`src/design/stc_pkg.sv`:
```
// shared constants of the sixteen-bit timer/counter
package stc_pkg;

  // bus geometry
  localparam int          ADR_W     = 10;
  localparam int          IDX_LSB   = 2;
  localparam int          IDX_W     = 8;

  // register indices; byte address is four times the index
  localparam logic [7:0]  IDX_INTCTL  = 8'h0B;
  localparam logic [7:0]  IDX_PFLAGS  = 8'h0C;
  localparam logic [7:0]  IDX_CNT_LO  = 8'h0E;
  localparam logic [7:0]  IDX_CNT_HI  = 8'h0F;
  localparam logic [7:0]  IDX_CTRL    = 8'h10;
  localparam logic [7:0]  IDX_PEN     = 8'h8C;
  localparam logic [7:0]  IDX_IRQ_ST  = 8'h20;
  localparam logic [7:0]  IDX_IRQ_MSK = 8'h21;

  // counter_control fields
  localparam int          CTL_RUN     = 0;
  localparam int          CTL_SRC     = 1;
  localparam int          CTL_BYP     = 2;
  localparam int          CTL_OSC     = 3;
  localparam int          CTL_PS_LO   = 4;
  localparam int          CTL_PS_HI   = 5;
  localparam int          CTL_GATE    = 6;
  localparam logic [7:0]  CTL_MASK    = 8'h7F;

  // interrupt_control, peripheral flags and enables
  localparam int          ICT_GIE     = 7;
  localparam int          ICT_PERIPHERAL_IRQ_ENABLE    = 6;
  localparam int          PF_OVF      = 0;
  localparam int          PE_OVF      = 0;
  localparam logic [7:0]  PF_MASK     = 8'h01;
  localparam logic [7:0]  PE_MASK     = 8'h01;

  // sticky event status bits
  localparam int          EV_W        = 2;
  localparam int          EV_OVF      = 0;
  localparam int          EV_WAKE     = 1;

  // reset values
  localparam logic [7:0]  RST_CTRL    = 8'h00;
  localparam logic [7:0]  RST_INTCTL  = 8'h00;
  localparam logic [7:0]  RST_PFLAGS  = 8'h00;
  localparam logic [7:0]  RST_PEN     = 8'h00;
  localparam logic [7:0]  RST_CNT     = 8'h00;
  localparam logic [1:0]  RST_EV      = 2'h0;

  // instruction clock is the core clock divided by four
  localparam logic [1:0]  QDIV_LAST   = 2'h3;
  localparam logic [15:0] CNT_TOP     = 16'hFFFF;

  // synchroniser lane order
  localparam int          SY_W        = 4;
  localparam int          SY_ECK      = 0;
  localparam int          SY_GATE     = 1;
  localparam int          SY_PA4      = 2;
  localparam int          SY_PA5      = 3;

endpackage : stc_pkg

```
`src/design/stc_sync.sv`:
```
// two-flop synchroniser for pin inputs
`timescale 1ns/1ps
module stc_sync #(
  parameter int W = 1
) (
  // clock and reset
  input  wire logic         clk_i,
  input  wire logic         rst_i,
  // async levels in, synchronised levels out
  input  wire logic [W-1:0] d_i,
  output logic      [W-1:0] q_o
);

  logic [W-1:0] meta;

  // first stage feeds the second stage only
  always_ff @(posedge clk_i) begin
    if (rst_i) begin
      meta <= '0;
      q_o  <= '0;
    end else begin
      meta <= d_i;
      q_o  <= meta;
    end
  end

endmodule // stc_sync

```
`src/design/stc_timer.sv`:
```
// sixteen-bit timer/counter with prescaler, gate, crystal control and wishbone slave
//
// Decided for this implementation: the Wishbone register port.
`timescale 1ns/1ps
// What this block does
// RL1 - count is two read/write bytes, low at 0Eh, high at 0Fh
// RL2 - counter advances only while the run bit 0 is set, else holds
// RL3 - sync bypass bit 2 lets the external clock count without phase alignment
// RL4 - unsynchronised counter mode keeps counting while the core sleeps
// RL5 - unsynchronised overflow can raise interrupt and wake the sleeping core
// RL6 - each count byte read returns a valid value; two reads not atomic
// RL7 - software stops the counter before writing a new count
// RL8 - oscillator enable bit 3 turns on the crystal oscillator between its pins
// RL9 - crystal oscillator is low power, up to 32 kHz, runs during sleep
// RL10 - crystal usable only while the system clock comes from the internal oscillator
// RL11 - software enables the oscillator and waits before starting the counter
// RL12 - oscillator on forces port directions 5,4 to read one, pins zero
// RL13 - during sleep only the unsynchronised external mode counts
// RL14 - wake needs counter running, overflow enable and peripheral enable set; wake_req_o does not check the run bit, it follows ovf_flag instead
// RL15 - on overflow wake with global enable set, branch to service routine
// RL16 - source bit picks external rising edges or quarter-rate internal clock
// RL17 - prescale field bits 5:4 divide by 1, 2, 4 or 8
// RL18 - gate enable with run counts only while the gate pin is low
module stc_timer
  import stc_pkg::*;
(
  // clock and reset
  input  wire logic             clk_i,
  input  wire logic             rst_i,
  // wishbone classic slave
  input  wire logic             cyc_i,
  input  wire logic             stb_i,
  input  wire logic             we_i,
  input  wire logic [ADR_W-1:0] adr_i,
  input  wire logic [3:0]       sel_i,
  input  wire logic [31:0]      dat_i,
  output logic      [31:0]      dat_o,
  output logic                  ack_o,
  // core status
  input  wire logic             sleep_i,
  input  wire logic             sys_clk_internal_i,
  // pins
  input  wire logic             ext_count_clock_pin_i,
  input  wire logic             gate_input_pin_i,
  input  wire logic             port_a_pin_5_i,
  input  wire logic             port_a_pin_4_i,
  // port direction latch bits from the port block
  input  wire logic             port_a_direction_5_i,
  input  wire logic             port_a_direction_4_i,
  // port views seen by the core
  output logic                  port_a_direction_5_o,
  output logic                  port_a_direction_4_o,
  output logic                  port_a_pin_5_o,
  output logic                  port_a_pin_4_o,
  // crystal oscillator control
  output logic                  crystal_osc_enable_o,
  // core interrupt and wake requests
  output logic                  wake_req_o,
  output logic                  isr_branch_o,
  output logic                  irq_o
);

  // registers
  logic [7:0]      ctrl;
  logic [7:0]      intctl;
  logic            ovf_flag;
  logic            ovf_ie;
  logic [15:0]     count;
  logic [EV_W-1:0] ev_status;
  logic [EV_W-1:0] ev_mask;

  // timing state
  logic [1:0]      qdiv;
  logic [2:0]      pre;
  logic            eck_prev;
  logic            eck_pend;
  logic [SY_W-1:0] sy;

  // ------------------------------------------------------------------
  // pin synchronisers
  // ------------------------------------------------------------------
  // lanes placed by the package indices, so the order cannot drift
  wire [SY_W-1:0] pin_lanes;
  assign pin_lanes[SY_ECK]  = ext_count_clock_pin_i;
  assign pin_lanes[SY_GATE] = gate_input_pin_i;
  assign pin_lanes[SY_PA4]  = port_a_pin_4_i;
  assign pin_lanes[SY_PA5]  = port_a_pin_5_i;

  stc_sync #(
    .W (SY_W)
  ) stc_sync_i (
    .clk_i (clk_i),
    .rst_i (rst_i),
    .d_i   (pin_lanes),
    .q_o   (sy)
  );

  wire gate_s = sy[SY_GATE];
  wire pa5_s  = sy[SY_PA5];
  wire pa4_s  = sy[SY_PA4];

  // ------------------------------------------------------------------
  // control fields
  // ------------------------------------------------------------------
  wire       run      = ctrl[CTL_RUN];
  wire       src_ext  = ctrl[CTL_SRC];
  wire       bypass   = ctrl[CTL_BYP];
  wire       osc_on   = ctrl[CTL_OSC];
  wire [1:0] ps_sel   = {ctrl[CTL_PS_HI], ctrl[CTL_PS_LO]};
  wire       gate_en  = ctrl[CTL_GATE];
  wire       global_irq_enable      = intctl[ICT_GIE];
  wire       peripheral_irq_enable     = intctl[ICT_PERIPHERAL_IRQ_ENABLE];

  // ------------------------------------------------------------------
  // bus decode
  // ------------------------------------------------------------------
  wire [IDX_W-1:0] idx = adr_i[ADR_W-1:IDX_LSB];
  wire             req = cyc_i & stb_i;
  // first edge of a request; the ack then blocks a second take
  wire             take = req & ~ack_o;
  // write lands on the edge the master samples ack
  wire             wr  = req & we_i & ack_o & sel_i[0];
  wire [7:0]       wd  = dat_i[7:0];

  wire hit_intctl  = idx == IDX_INTCTL;
  wire hit_pflags  = idx == IDX_PFLAGS;
  wire hit_cnt_lo  = idx == IDX_CNT_LO;
  wire hit_cnt_hi  = idx == IDX_CNT_HI;
  wire hit_ctrl    = idx == IDX_CTRL;
  wire hit_pen     = idx == IDX_PEN;
  wire hit_irq_st  = idx == IDX_IRQ_ST;
  wire hit_irq_msk = idx == IDX_IRQ_MSK;

  wire wr_intctl  = wr & hit_intctl;
  wire wr_pflags  = wr & hit_pflags;
  wire wr_cnt_lo  = wr & hit_cnt_lo;  // [RL1]
  wire wr_cnt_hi  = wr & hit_cnt_hi;  // [RL1]
  wire wr_ctrl    = wr & hit_ctrl;
  wire wr_pen     = wr & hit_pen;
  wire wr_irq_st  = wr & hit_irq_st;
  wire wr_irq_msk = wr & hit_irq_msk;

  // ------------------------------------------------------------------
  // clock sources
  // ------------------------------------------------------------------
  // instruction-rate enable, one pulse every four core clocks
  wire q_en = qdiv == QDIV_LAST;  // [RL16]

  wire eck_s    = sy[SY_ECK];
  wire eck_rise = eck_s & ~eck_prev;  // [RL16]

  // synchronised mode releases a caught edge only on the instruction phase;
  // bypass mode counts the edge at once, trading phase alignment for sleep use
  wire sync_tick = (eck_rise | eck_pend) & q_en;
  wire ext_tick  = bypass ? eck_rise : sync_tick;  // [RL3]
  wire src_tick  = src_ext ? ext_tick : q_en;      // [RL16]

  // only the bypassed external source survives sleep; the internal phases stop
  wire async_mode = src_ext & bypass;                     // [RL4]
  wire sleep_ok   = ~sleep_i | async_mode;                // [RL13]
  wire gate_open  = ~(gate_en & run) | ~gate_s;           // [RL18]
  wire cnt_enable = run & sleep_ok & gate_open;           // [RL2]

  // prescaler divides by 1, 2, 4 or 8
  wire [2:0] pre_last =
    (ps_sel == 2'h0) ? 3'h0 :
    (ps_sel == 2'h1) ? 3'h1 :
    (ps_sel == 2'h2) ? 3'h3 : 3'h7;                       // [RL17]

  wire pre_step = src_tick & cnt_enable;
  wire inc      = pre_step & (pre >= pre_last);           // [RL17]
  wire cnt_wr   = wr_cnt_lo | wr_cnt_hi;

  // a count write wins over a coincident increment; the other byte may
  // still be stale, which is why software stops the counter first
  wire overflow = inc & ~cnt_wr & (count == CNT_TOP);     // [RL7]

  // ------------------------------------------------------------------
  // interrupt and wake logic
  // ------------------------------------------------------------------
  wire wake_cond  = ovf_flag & ovf_ie & peripheral_irq_enable;             // [RL14]
  wire wake_event = overflow & sleep_i & ovf_ie & peripheral_irq_enable;   // [RL5]

  wire [EV_W-1:0] ev_set;
  assign ev_set[EV_OVF]  = overflow;
  assign ev_set[EV_WAKE] = wake_event;

  // a clear and a new event in one cycle: the event wins
  wire [EV_W-1:0] ev_clr     = wr_irq_st ? wd[EV_W-1:0] : RST_EV;
  wire [EV_W-1:0] ev_pending = (ev_status | ev_set) & ev_mask;
  wire            isr_cond   = wake_cond & global_irq_enable;                   // [RL15]

  // ------------------------------------------------------------------
  // read mux
  // ------------------------------------------------------------------
  wire [7:0] rd_pflags = {7'h00, ovf_flag};
  wire [7:0] rd_pen    = {7'h00, ovf_ie};
  wire [7:0] rd_irq_st = {{(8-EV_W){1'b0}}, ev_status};
  wire [7:0] rd_irq_mk = {{(8-EV_W){1'b0}}, ev_mask};

  // every byte is a settled flop, so a read never sees a half-updated byte
  wire [7:0] rd_byte =
    hit_intctl  ? intctl             :
    hit_pflags  ? rd_pflags          :
    hit_cnt_lo  ? count[7:0]         :   // [RL6]
    hit_cnt_hi  ? count[15:8]        :   // [RL6]
    hit_ctrl    ? (ctrl & CTL_MASK)  :
    hit_pen     ? rd_pen             :
    hit_irq_st  ? rd_irq_st          :
    hit_irq_msk ? rd_irq_mk          : 8'h00;
  wire [31:0] rd_word = {24'h00_0000, rd_byte};

  // ------------------------------------------------------------------
  // bus slave: ack one cycle after the request, data with it
  // ------------------------------------------------------------------
  always_ff @(posedge clk_i) begin
    if (rst_i) begin
      ack_o <= 1'b0;
      dat_o <= 32'h0000_0000;
    end else begin
      ack_o <= take;
      if (take) begin
        dat_o <= rd_word;
      end
    end
  end

  // ------------------------------------------------------------------
  // configuration registers
  // ------------------------------------------------------------------
  always_ff @(posedge clk_i) begin
    if (rst_i) begin
      ctrl    <= RST_CTRL;
      intctl  <= RST_INTCTL;
      ovf_ie  <= RST_PEN[PE_OVF];
      ev_mask <= RST_EV;
    end else begin
      if (wr_ctrl) begin
        ctrl <= wd & CTL_MASK;
      end
      if (wr_intctl) begin
        intctl <= wd;
      end
      if (wr_pen) begin
        ovf_ie <= wd[PE_OVF];
      end
      if (wr_irq_msk) begin
        ev_mask <= wd[EV_W-1:0];
      end
    end
  end

  // ------------------------------------------------------------------
  // flags: hardware set wins over a software clear in the same cycle
  // ------------------------------------------------------------------
  always_ff @(posedge clk_i) begin
    if (rst_i) begin
      ovf_flag  <= RST_PFLAGS[PF_OVF];
      ev_status <= RST_EV;
    end else begin
      if (overflow) begin
        ovf_flag <= 1'b1;                                 // [RL5]
      end else if (wr_pflags) begin
        ovf_flag <= wd[PF_OVF];
      end
      ev_status <= (ev_status & ~ev_clr) | ev_set;
    end
  end

  // ------------------------------------------------------------------
  // clock dividers and edge tracking
  // ------------------------------------------------------------------
  always_ff @(posedge clk_i) begin
    if (rst_i) begin
      qdiv     <= 2'h0;
      eck_prev <= 1'b0;
      eck_pend <= 1'b0;
    end else begin
      // internal phases halt while the core sleeps; q_en may rest high then,
      // harmless because no mode that reads it counts in sleep
      if (!sleep_i) begin
        qdiv <= qdiv + 2'h1;
      end
      eck_prev <= eck_s;
      if (q_en) begin
        eck_pend <= 1'b0;
      end else if (eck_rise) begin
        eck_pend <= 1'b1;
      end
    end
  end

  // ------------------------------------------------------------------
  // prescaler and sixteen-bit count
  // ------------------------------------------------------------------
  always_ff @(posedge clk_i) begin
    if (rst_i) begin
      pre   <= 3'h0;
      count <= {RST_CNT, RST_CNT};
    end else begin
      if (cnt_wr) begin
        // a count write also restarts the prescaler
        pre <= 3'h0;
      end else if (inc) begin
        pre <= 3'h0;
      end else if (pre_step) begin
        pre <= pre + 3'h1;                                // [RL17]
      end
      if (wr_cnt_lo) begin
        count[7:0] <= wd;                                 // [RL1]
      end
      if (wr_cnt_hi) begin
        count[15:8] <= wd;                                // [RL1]
      end
      if (inc & ~cnt_wr) begin
        count <= count + 16'h0001;                        // [RL2]
      end
    end
  end

  // ------------------------------------------------------------------
  // outputs
  // ------------------------------------------------------------------
  // oscillator stays on in sleep; it is shared with the system low-power
  // oscillator, so it is only granted while the core runs from internal
  always_ff @(posedge clk_i) begin
    if (rst_i) begin
      crystal_osc_enable_o <= 1'b0;
      port_a_direction_5_o <= 1'b0;
      port_a_direction_4_o <= 1'b0;
      port_a_pin_5_o       <= 1'b0;
      port_a_pin_4_o       <= 1'b0;
      wake_req_o           <= 1'b0;
      isr_branch_o         <= 1'b0;
      irq_o                <= 1'b0;
    end else begin
      crystal_osc_enable_o <= osc_on & sys_clk_internal_i;                 // [RL8] [RL9] [RL10]
      port_a_direction_5_o <= osc_on | port_a_direction_5_i;               // [RL12]
      port_a_direction_4_o <= osc_on | port_a_direction_4_i;               // [RL12]
      port_a_pin_5_o       <= ~osc_on & pa5_s;                             // [RL12]
      port_a_pin_4_o       <= ~osc_on & pa4_s;                             // [RL12]
      wake_req_o           <= wake_cond;                                   // [RL14]
      isr_branch_o         <= isr_cond;                                    // [RL15]
      irq_o                <= |ev_pending;
    end
  end

endmodule // stc_timer

```
`config.mk`:
```
export PLATFORM = sky130hd
export DESIGN_NAME = stc_timer
export DESIGN_NICKNAME = d
export VERILOG_FILES = /design/src/design/stc_pkg.sv /design/src/design/stc_sync.sv /design/src/design/stc_timer.sv
export SDC_FILE = /design/constraint.sdc
export NUM_CORES = 1
export LEC_CHECK = 0
export ABC_AREA = 1
export BUFFER_PORTS_ARGS = -buffer_cell sky130_fd_sc_hd__buf_4
export CAP_MARGIN = 5
export CORE_MARGIN = 2
export CORE_UTILIZATION = 53
export CTS_CLUSTER_DIAMETER = 60
export CTS_CLUSTER_SIZE = 24
export DETAILED_ROUTE_END_ITERATION = 12
export PLACE_DENSITY = 0.92
export SLEW_MARGIN = 20
export SYNTH_ARGS = -nofsm -noshare
export SYNTH_HDL_FRONTEND = slang
export SYNTH_HIERARCHICAL = 1
export SYNTH_SLANG_ARGS = --single-unit
```
`constraint.sdc`:
```
create_clock -name clk_i -period 2.31 [get_ports clk_i]
set_input_delay 0.231 -clock clk_i [delete_from_list [all_inputs] [get_ports clk_i]]
set_output_delay 0.231 -clock clk_i [all_outputs]
set_load 0.02 [all_outputs]
```
# Word level (Yosys, flattened, before mapping)
# Cells that the tools add are included.
totals:
  word_cells: 116
  register_bits: 69
classes:
  n_reduce_logical: 7
  muxes: 19
  order_cmp: 1
  addsub: 3
  eq_ne: 12
  bitwise: 50
op_table:
  columns: ["op", "count"]
  rows:
  - ["$mux 8", 6]
  - ["$and 1x1->1", 32]
  - ["$eq 8x4->1 const B", 4]
  - ["$add 16x1->16 const B", 1]
  - ["$eq 16x16->1 const B", 1]
  - ["$eq 8x6->1 const B", 2]
  - ["$mux 16", 1]
  - ["$mux 3", 3]
  - ["$eq 8x5->1 const B", 1]
  - ["$eq 8x8->1 const B", 1]
  - ["$mux 2", 4]
  - ["$mux 7", 1]
  - ["$not 1->1", 7]
  - ["$or 1x1->1", 6]
  - ["$reduce_bool 2->1", 3]
  - ["$and 2x2->2", 2]
  - ["$eq 2x2->1 const B", 2]
  - ["$mux 1", 4]
  - ["$or 2x2->2", 2]
  - ["$reduce_or 2->1", 2]
  - ["$add 3x1->3 const B", 1]
  - ["$ge 3x3->1", 1]
  - ["$reduce_or 3->1", 1]
  - ["$add 2x1->2 const B", 1]
  - ["other kinds (3)", 3]

# Logic depth before layout (Yosys ltp)
# Gate-level depths: netlist (run 1).
logic_depth:
  depth_word: 16
  depth_mapped: 13

# Hierarchy
# Netlist (run 1), hierarchy kept.
by_module_without_submodules:
  columns: ["mod", "seq_area_each_um2", "instances", "area_each_um2", "cells_per_inst"]
  rows:
  - ["stc_timer", 1221.2, 1, 3530.9, 519]
  - ["stc_sync", 160.2, 1, 231.5, 25]

# Worst setup path before layout (run 1)
# No wires, ideal clock.
synth_timing:
  path_type: "flip-flop to flip-flop"
  startpoint: "reg ctrl[4]"
  endpoint: "reg count[3]"
  synth_period_minus_slack_ns: 1.774
  stages_incl_launch_ff: 13
  path_buffers: 1
  setup_slack_ns: 0.536
  arrival_ns: 1.665
  setup_ns: 0.109
  path_cell_list: "dfxtp_1 or2_2 ha_1 nand3_1 nand3_1 nand3_2 inv_1 nand2_4 buf_6 nand3_1 nand3_1 nand2_1 inv_1"
synth_between:
  elab_chain_len: 8
synth_rtl:
  columns: ["item", "line", "rtl"]
  rows:
  - ["start, declared", "stc_timer.sv:64", "logic [7:0] ctrl;"]
  - ["start signal, assigned", "stc_timer.sv:239", "ctrl <= wd & CTL_MASK;"]
  - ["$eq 2x2->1", "stc_timer.sv:168", "(ps_sel == 2'h2) ? 3'h3 : 3'h7;"]
  - ["$mux 3", "stc_timer.sv:168", null]
  - ["$mux 3", "stc_timer.sv:167", "(ps_sel == 2'h1) ? 3'h1 :"]
  - ["$mux 3 *", "stc_timer.sv:166", "(ps_sel == 2'h0) ? 3'h0 :"]
  - ["$ge 3x3->1 *", "stc_timer.sv:171", "wire inc = pre_step & (pre >= pre_last);"]
  - ["$and 1x1->1 *", "stc_timer.sv:171", null]
  - ["$and 1x1->1 *", "stc_timer.sv:315", "if (inc & ~cnt_wr) begin"]
  - ["$mux 16 / $reduce_bool 2->1 (equally long branches)", null, null]
  - ["end signal, assigned", "stc_timer.sv:299", "count <= {RST_CNT, RST_CNT};"]
  - ["end signal, assigned", "stc_timer.sv:310", "count[7:0] <= wd;"]
  - ["end signal, assigned", "stc_timer.sv:316", "count <= count + 16'h0001;"]
  - ["end, declared", "stc_timer.sv:68", "logic [15:0] count;"]
# Every way passes the cells marked *; elsewhere a longest branch is shown, timed or not.
# A chain may end at the register's enable or synchronous reset.

# Final worst setup path (run 1)
layout_timing:
  startpoint: "reg ctrl[4]"
  endpoint: "reg count[0]"
# Same word-level chain as after synthesis.

==> results_dict.tcl, run 1 <==
set metrics [dict create \
    num_vias 3750 \
    root_buffer "clkbuf_8" \
    startpoint_type "flop" \
    slowest_delay_ns 0.35 \
    wl_mm 10.0 \
    finalCritPeriodShare 0.872 \
    critPathCaptureType "flop" \
    post_cts_buffers 0 \
    fin_nets 658 \
    syn2layout_area_growth_pct 15.3 \
    drc_errors 0 \
    path_cells "or2_2 -> ha_1 -> nand3_1 -> nand3_1 -> nand3_2 -> inv_1 -> nand2_4 -> nand2_1 -> nor2_1 -> nor2_1 -> nor2_1" \
    io_pins 100 \
    yosysWarnings 6 \
    crit_top_cell "nor2_1" \
    grt_max_degree 33 \
    hold_start "gate_input_pin_i" \
    clk_pin_slew_ns 0.08 \
    antenna_left 0 \
    cellLeakagePower_nw 1.94 \
    start_util 0.551 \
    syn_inst 544 \
    pre_cts_ws_ns 0.352 \
    slowest_stage "dfxtp_1" \
    worstPathRequired_ns 2.55 \
    fin_crit_ns 2.01 \
    ys_seq_area_frac 0.367 \
    drive_above_1_share 0.152 \
    antennaDiodeCount 0 \
    power_density_mw_per_mm2 600 \
    worst_slack_ns 0.296 \
    peakVddDrop_mv 0.577 \
    gp_congestion 0.974 \
    die_y_um 88.3 \
    fin_setup_tns_ns 0 \
    syn_avg_cell_area_um2 6.92 \
    cts.repair.resized 0 \
    grt_usage 0.270 \
    cp.depth 11 \
    post-route-util 0.635 \
    grt_pass1_vias 3355 \
    h-tree-depth 3 \
    grt_pass1_wl_mm 16.0 \
    worst_hold_path_type "primary input to flop" \
    synth.largest_area_cell "dfxtp_1" \
    finalHoldViolations 0 \
    ys_ff_latch 69 \
    crit_fanout 16 \
    cp-endpoint "count[0]" \
    clock_latency_ns 0.36 \
    via_per_inst 5.40 \
    drt_iter0_markers 353 \
    r2r_slack_ns 0.30 \
    num_rows 30 \
    synthSimpleGateAreaFrac 0.334 \
    netlist.area_leader.share 0.367 \
    cts_tree "built" \
    synthMuxAreaShare 0 \
    clock_skew_ns 0.00862 \
    wl_per_cell_um 14.4 \
    die_x_um 88.3 \
    cts_sinks 69 \
    criticalPathCategory "flop to flop" \
    antenna_found_initial 0 \
    numPortBuffers 46 \
    synthXorXnorAreaFrac 0.0326 \
    rsz0062_at_grt "false" \
    cts_buffers 9 \
    r2r_end "count[0]" \
    r2r_cells 11 \
    setup_viol 0 \
    crit_family "simple AND/OR/NAND/NOR gates" \
    status "completed" \
    ys_top_cells_by_area "dfxtp_1, nand2_1, nor2_1" \
    crit_start "ctrl[4]" \
    clk_path_buf_depth 2 \
    synth_area_mm2 0.00376 \
    first_pass_iters 5 \
    cp_data_arrival_time_ns 2.25 \
    crit_buf_inv 1 \
    synth-compound-area-share 0.108 \
    synthAdderAreaFrac 0.0200 \
    maxCapViolations 0 \
    postCtsHoldBufs 0 \
    dpl.hpwl_mm 7.17 \
    overflow 0 \
    timing.rr.start "ctrl[4]" \
    synth.distinct_cells 39 \
    core_mm2 0.00683 \
    max_freq_mhz 497 \
    drv_slew 0 \
    die_area_mm2 0.00779 \
    synth_top_family_by_area "simple AND/OR/NAND/NOR gates" \
]
==> flip-flops by register name (all words and copies together), names as in the netlist, 2 cells and up <==
signal and flops:
dat_o 8, count 16, qdiv 2, ev_status 2
ctrl 7, stc_sync_i/meta 4, pre 3, intctl 8
ev_mask 2, stc_sync_i/q_o 4
==> layout by cell type (no fill, tap or decap), drive strengths merged <==
cell,synthesis,final
nand4,5,5
a41oi,1,1
o22ai,2,2
o21ai,38,38
clkinvlp,0,1
xor2,12,12
nand3,52,52
a211oi,2,2
inv,72,75
nor4,2,2
clkinv,0,1
xnor2,2,2
or2,1,1
nor2,78,78
bufinv,0,2
o221ai,2,2
nand3b,1,1
nor3,15,15
nand2,117,117
ha,6,6
buf,28,49
a21oi,30,30
o211ai,1,1
clkbuf,6,9
conb,1,24
and2,1,1
dfxtp,69,69
==> worst min-delay path by stage <==
stage	end	depth (start not counted)
6_report	stc_sync_i/meta[1]	3
5_1_grt	stc_sync_i/meta[2]	3
4_1_cts	stc_sync_i/meta[3]	3
3_5_place_dp	stc_sync_i/q_o[2]	2
3_3_place_gp	stc_sync_i/q_o[1]	2
2_1_floorplan	stc_sync_i/meta[0]	2
==> Yosys cell counts, drive strengths merged <==
| library cell | n |
|---|---|
| nand4 | 5 |
| nor4 | 2 |
| nor2 | 78 |
| conb | 1 |
| clkbuf | 6 |
| o21ai | 38 |
| nor3 | 15 |
| o221ai | 2 |
| inv | 72 |
| a21oi | 30 |
| o22ai | 2 |
| dfxtp | 69 |
| xnor2 | 2 |
| nand2 | 117 |
| xor2 | 12 |
| nand3 | 52 |
| ha | 6 |
| or2 | 1 |
| buf | 28 |
| nand3b | 1 |
| and2 | 1 |
| a211oi | 2 |
| a41oi | 1 |
| o211ai | 1 |
==> area by class of cell <==
type | count | area, µm²
Clock inverter | 7 | 105
Fill cell | 619 | 2490
Tap cell | 96 | 120
Multi-Input combinational cell | 392 | 1950
Sequential cell | 69 | 1380
Timing Repair Buffer | 49 | 380
Inverter | 72 | 275
Clock buffer | 9 | 124
==> per-stage QoR <==
stage / hold slack, ns / area (µm²) / power [mW] / cells
after global routing: 0.0977 / 4340 / 2.69 / 694
after detailed placement: 0.399 / 4110 / 1.47 / 678
final: 0.0771 / 4340 / 2.60 / 694
after global placement: 0.389 / 4110 / 1.46 / 678
after CTS: 0.0746 / 4340 / 2.60 / 694
after floorplan: 0.338 / 3850 / 1.40 / 567
==> cells by family after synthesis <==
kind of cell | after synthesis
AO/OA/AOI/OAI | 76
XOR/XNOR | 14
adder cells (fa/ha/maj) | 6
buffers and inverters | 106
flip-flops | 69
other | 1
AND/OR/NAND/NOR | 272
==> layer usage <==
layer / routed length (µm) / vias up / GRT usage
met5: 0 / - / 0
met4: 433 / 0 / 0.160
met3: 756 / 36 / 0.0373
met2: 4660 / 184 / 0.422
met1: 4150 / 1737 / 0.355
li1: - / 1793 / -
==> worst reg2reg max path: stages, from the launching register on <==
cell     delay, ns
dfxtp_1       0.35
or2_2         0.31
ha_1          0.27
nand3_1       0.07
nand3_1       0.11
nand3_2       0.15
inv_1         0.15
nand2_4       0.15
nand2_1       0.14
nor2_1        0.06
nor2_1        0.09
nor2_1        0.04
==> report_power, final <==
group          internal (mW)  switching (mW)
combinational         0.0761           0.148
sequential              1.21          0.0114
clock                  0.625           0.528
(Power assumes the default switching activity.)
==> inputs of run 2 (changes only) <==
HOLD_SLACK_MARGIN = 0.1   (was unset)
==> results_dict.tcl, run 2 (synthesis results as in run 1) <==
set metrics [dict create \
    clk_pin_slew_ns 0.08 \
    nFillCells 609 \
    drc_errors 0 \
    largest_reg_flops 16 \
    use_met2 0.427 \
    startpoint_type "flop" \
    status "completed" \
    fin_nets 664 \
    multi_input_area_mm2 0.00195 \
    p_seq_frac 0.470 \
    path_cells "or2_2 -> ha_1 -> nand3_1 -> nand3_1 -> nand3_2 -> inv_1 -> nand2_4 -> nand2_1 -> nor2_1 -> nor2_1 -> nor2_1" \
    h-tree-depth 3 \
    post-route-util 0.644 \
    grt_usage 0.271 \
    finalHoldViolations 0 \
    numPortBuffers 46 \
    start_util 0.551 \
    cts_tree "built" \
    power_density_mw_per_mm2 592 \
    drv_slew 0 \
    antennaDiodeCount 0 \
    die_area_mm2 0.00779 \
    cellLeakagePower_nw 1.96 \
    core_mm2 0.00683 \
    p_sw_mw 0.684 \
    first_pass_iters 6 \
    seqCellArea_mm2 0.00138 \
    cts_sinks 69 \
    fin_setup_tns_ns 0 \
    finalCritPeriodShare 0.868 \
    fin_crit_ns 2.01 \
    crit_top_cell "nor2_1" \
    grt_pass1_wl_mm 16.1 \
    drive_above_1_share 0.151 \
    overflow 0 \
    cts_buffers 9 \
    num_vias 3783 \
    stdcell_count 700 \
    antenna_found_initial 0 \
    antenna_left 0 \
    largest-register "count" \
    met3_usage 0.0373 \
    rsz0062_at_grt "false" \
    root_buffer "clkbuf_8" \
    place_area_mm2 0.00411 \
    num_rows 30 \
    syn2layout_area_growth_pct 16.9 \
    grt_pass1_vias 3395 \
    clk_path_buf_depth 2 \
    maxCapViolations 0 \
    power_frac_clock 0.441 \
    internal-power_mw 1.92 \
    r2r_slack_ns 0.30 \
    use_met1 0.355 \
    drt_iter0_markers 387 \
    r2r_cells 11 \
    max_freq_mhz 499 \
    wl_mm 10.1 \
    worst_hold_path_type "primary input to flop" \
    clock_skew_ns 0.0114 \
    holdPathStages 3 \
    clock_latency_ns 0.36 \
    combinationalPowerShare 0.090 \
    cp.depth 11 \
    die_x_um 88.3 \
    layout_common_cells "nand2_1, nor2_1, dfxtp_1" \
    crit_fanout 16 \
    io_pins 100 \
    r2r_end "count[0]" \
    grt.busiest_layer "met2" \
    layout_commonest_cell "nand2_1" \
    hold_start "port_a_direction_4_i" \
    cts.repair.resized 0 \
    gp_congestion 0.974 \
    setup_viol 0 \
    place_inst 678 \
    design_area_mm2 0.00440 \
    timing.rr.start "ctrl[4]" \
    crit_family "simple AND/OR/NAND/NOR gates" \
    slowest_stage "dfxtp_1" \
    slowest_delay_ns 0.34 \
    grt_max_degree 33 \
    critPathCaptureType "flop" \
    crit_buf_inv 1 \
    min_to "port_a_direction_4_o" \
    via_per_inst 5.40 \
    peakVddDrop_mv 0.574 \
    die_y_um 88.3 \
    wl_per_cell_um 14.4 \
    criticalPathCategory "flop to flop" \
    cp_data_arrival_time_ns 2.24 \
    sw_frac_of_total 0.263 \
    dpl.hpwl_mm 7.17 \
    largestRegisters "count x16, dat_o x8, intctl x8" \
    worstPathRequired_ns 2.55 \
]
==> run 2: how the worst max path moves through the flow <==
stage / slack, ns / to / from
floorplan: 0.54 / count[3] / ctrl[4]
global placement: 0.41 / irq_o / ctrl[4]
detailed placement: 0.35 / count[0] / ctrl[4]
CTS: 0.34 / count[0] / ctrl[4]
global route: 0.14 / count[6] / ctrl[4]
finish: 0.30 / count[0] / ctrl[4]
==> run 2: per-layer routing <==
metal	vias up	wire, µm
met4	0	428
li1	1806	-
met2	198	4710
met5	-	0
met1	1742	4120
met3	37	814
==> run 2: layout make-up <==
| type | instances | area share |
|---|---|---|
| clock inverters | 7 | 0.0239 |
| inverters | 72 | 0.0626 |
| multi-input cells | 392 | 0.444 |
| repair buffers | 55 | 0.100 |
| well taps | 96 | 0.0273 |
| flip-flops and latches | 69 | 0.314 |
| clock buffers | 9 | 0.0282 |
==> run 2: power by group through the flow <==
stage / combinational, mW / clock [mW] / sequential [mW]
detailed placement: 0.220 / 0 / 1.25
global route: 0.253 / 1.22 / 1.23
floorplan: 0.139 / 0 / 1.26
finish: 0.233 / 1.15 / 1.22
CTS: 0.230 / 1.16 / 1.22
global placement: 0.214 / 0 / 1.25
==> run 2: what timing repair did <==
item,in CTS,in global routing
hold buffers,6,0
hold endpoints to repair,6,0
setup buffers,0,0
==> run 2: through the flow <==
step           setup WS (ns)  power, mW  hold WS (ns)
2_1_floorplan          0.536       1.40         0.338
3_3_place_gp           0.414       1.46         0.389
3_5_place_dp           0.352       1.47         0.399
4_1_cts                0.338       2.61         0.111
5_1_grt                0.140       2.70         0.154
6_report               0.304       2.60         0.114
==> run 2: worst reg2reg max path, delay by kind of cell (launching register included) <==
| family | cells | cell delay, ns |
|---|---|---|
| buffers and inverters | 1 | 0.15 |
| DFF | 1 | 0.34 |
| adders and majority gates | 1 | 0.27 |
| and+or+nand+nor | 9 | 1.11 |
==> inputs of run 3 (changes only) <==
CELL_PAD_IN_SITES_DETAIL_PLACEMENT = 1   (was unset)
CELL_PAD_IN_SITES_GLOBAL_PLACEMENT = 1   (was unset)
CORE_UTILIZATION = 37   (was 53)
==> results_dict.tcl, run 3 (synthesis results as in run 1) <==
set metrics [dict create \
    fin_nets 665 \
    grt_pass1_vias 3838 \
    largestRegisters "count x16, dat_o x8, intctl x8" \
    timing.rr.start "count[0]" \
    layout_common_cells "nand2_1, nor2_1, dfxtp_1" \
    slowest_stage "dfxtp_1" \
    slowest_delay_ns 0.41 \
    worst_slack_ns 0.314 \
    antenna_left 0 \
    critPathCaptureType "flop" \
    cts_tree "built" \
    place_inst 715 \
    place_area_mm2 0.00414 \
    rsz0062_at_grt "false" \
    clk_pin_slew_ns 0.08 \
    drt_iter0_markers 251 \
    first_pass_iters 5 \
    cts_buffers 9 \
    start_util 0.383 \
    via_per_inst 5.04 \
    worstPathRequired_ns 2.62 \
    min_to "qdiv[0]" \
    crit_family "simple AND/OR/NAND/NOR gates" \
    clock_latency_ns 0.36 \
    antennaDiodeCount 0 \
    num_vias 3716 \
    gp_congestion 0.911 \
    criticalPathCategory "flop to flop" \
    drv_slew 0 \
    antenna_found_initial 0 \
    layout_commonest_cell "nand2_1" \
    wl_met1_mm 4.97 \
    power_density_mw_per_mm2 591 \
    design_area_mm2 0.00444 \
    largest-register "count" \
    nFillCells 1333 \
    worstMarginPinSlew_ns 0.532 \
    io_pins 100 \
    r2r_end "irq_o" \
    overflow 0 \
    core_mm2 0.00982 \
    cp.depth 9 \
    wl_mm 11.7 \
    stdcell_count 738 \
    dpl.hpwl_mm 8.57 \
    fin_crit_ns 2.00 \
    max_freq_mhz 501 \
    status "completed" \
    grt_max_degree 37 \
    pre_cts_ws_ns 0.346 \
    cp_data_arrival_time_ns 2.31 \
    crit_buf_inv 0 \
    drc_errors 0 \
    numPortBuffers 46 \
    largest_reg_flops 16 \
    path_cells "ha_1 -> nand2_1 -> nor2_1 -> nand3_1 -> nor3_1 -> nand3_1 -> nand2_1 -> nand2_1 -> nand2_1" \
    highest_layer "met4" \
    cellLeakagePower_nw 1.97 \
    die_y_um 105 \
    hold_start "sleep_i" \
    holdPathStages 3 \
    die_area_mm2 0.0110 \
    slew_headroom 0.642 \
    maxCapViolations 0 \
    setup_viol 0 \
    finalHoldViolations 0 \
    crit_fanout 5 \
    post-route-util 0.453 \
    fin_setup_tns_ns 0 \
    route.met2.wl_mm 5.91 \
    post_cts_buffers 0 \
    wl_per_cell_um 15.9 \
    peakVddDrop_mv 0.345 \
    wl_met3_um 666 \
    clock_skew_ns 0.00863 \
    die_x_um 105 \
    grt_usage 0.222 \
    startpoint_type "flop" \
    num_rows 36 \
    r2r_cells 9 \
    drive_above_1_share 0.150 \
    worst_hold_path_type "primary input to flop" \
    crit_top_cell "nand2_1" \
    grt_pass1_wl_mm 19.3 \
    clk_path_buf_depth 2 \
    root_buffer "clkbuf_8" \
    h-tree-depth 3 \
    cts_sinks 69 \
    r2r_slack_ns 0.31 \
    syn2layout_area_growth_pct 18.1 \
    finalCritPeriodShare 0.864 \
    cts.repair.resized 0 \
]
==> run 3: per-stage QoR <==
step | hold WS, ns | total power, mW
CTS | 0.146 | 2.64
floorplan | 0.338 | 1.40
global placement | 0.391 | 1.46
finish | 0.147 | 2.63
global route | 0.169 | 2.72
detailed placement | 0.395 | 1.47
==> run 3: worst min-delay path, stage by stage <==
cell    delay (ns)
buf_4         0.10
xor2_1        0.07
nor2_1        0.07
==> run 3: layout make-up <==
type	instances	area, µm²	area share
flip-flops and latches	69	1380	0.311
inverters	72	275	0.0619
repair buffers	56	438	0.0985
clock inverters	5	81.3	0.0183
multi-input cells	392	1950	0.439
well taps	133	166	0.0374
clock buffers	11	151	0.0341
==> run 3: power breakdown <==
part           switching, mW  internal (mW)
Sequential            0.0115           1.21
Clock                  0.500          0.669
Combinational          0.154         0.0818
Total                  0.665           1.96
==> run 3: how the worst max path moves through the flow <==
stage              from       end  slack (ns)
3_5_place_dp    ctrl[4]  count[9]        0.35
6_report       count[0]     irq_o        0.31
3_3_place_gp   count[0]     irq_o        0.39
5_1_grt        count[0]     irq_o        0.12
2_1_floorplan   ctrl[4]  count[3]        0.54
4_1_cts         ctrl[4]  count[9]        0.32
==> run 3: what timing repair did <==
item | in CTS | in global routing
hold buffers | 7 | 0
setup endpoints to repair | 0 | 0
endpoints found under the hold margin | 7 | 0
==> run 3: per-layer routing <==
| metal | vias up | GRT usage |
|---|---|---|
| met4 | 0 | 0.0762 |
| met2 | 116 | 0.392 |
| met3 | 22 | 0.0356 |
| li1 | 1807 | - |
| met1 | 1771 | 0.272 |
| met5 | - | 0 |
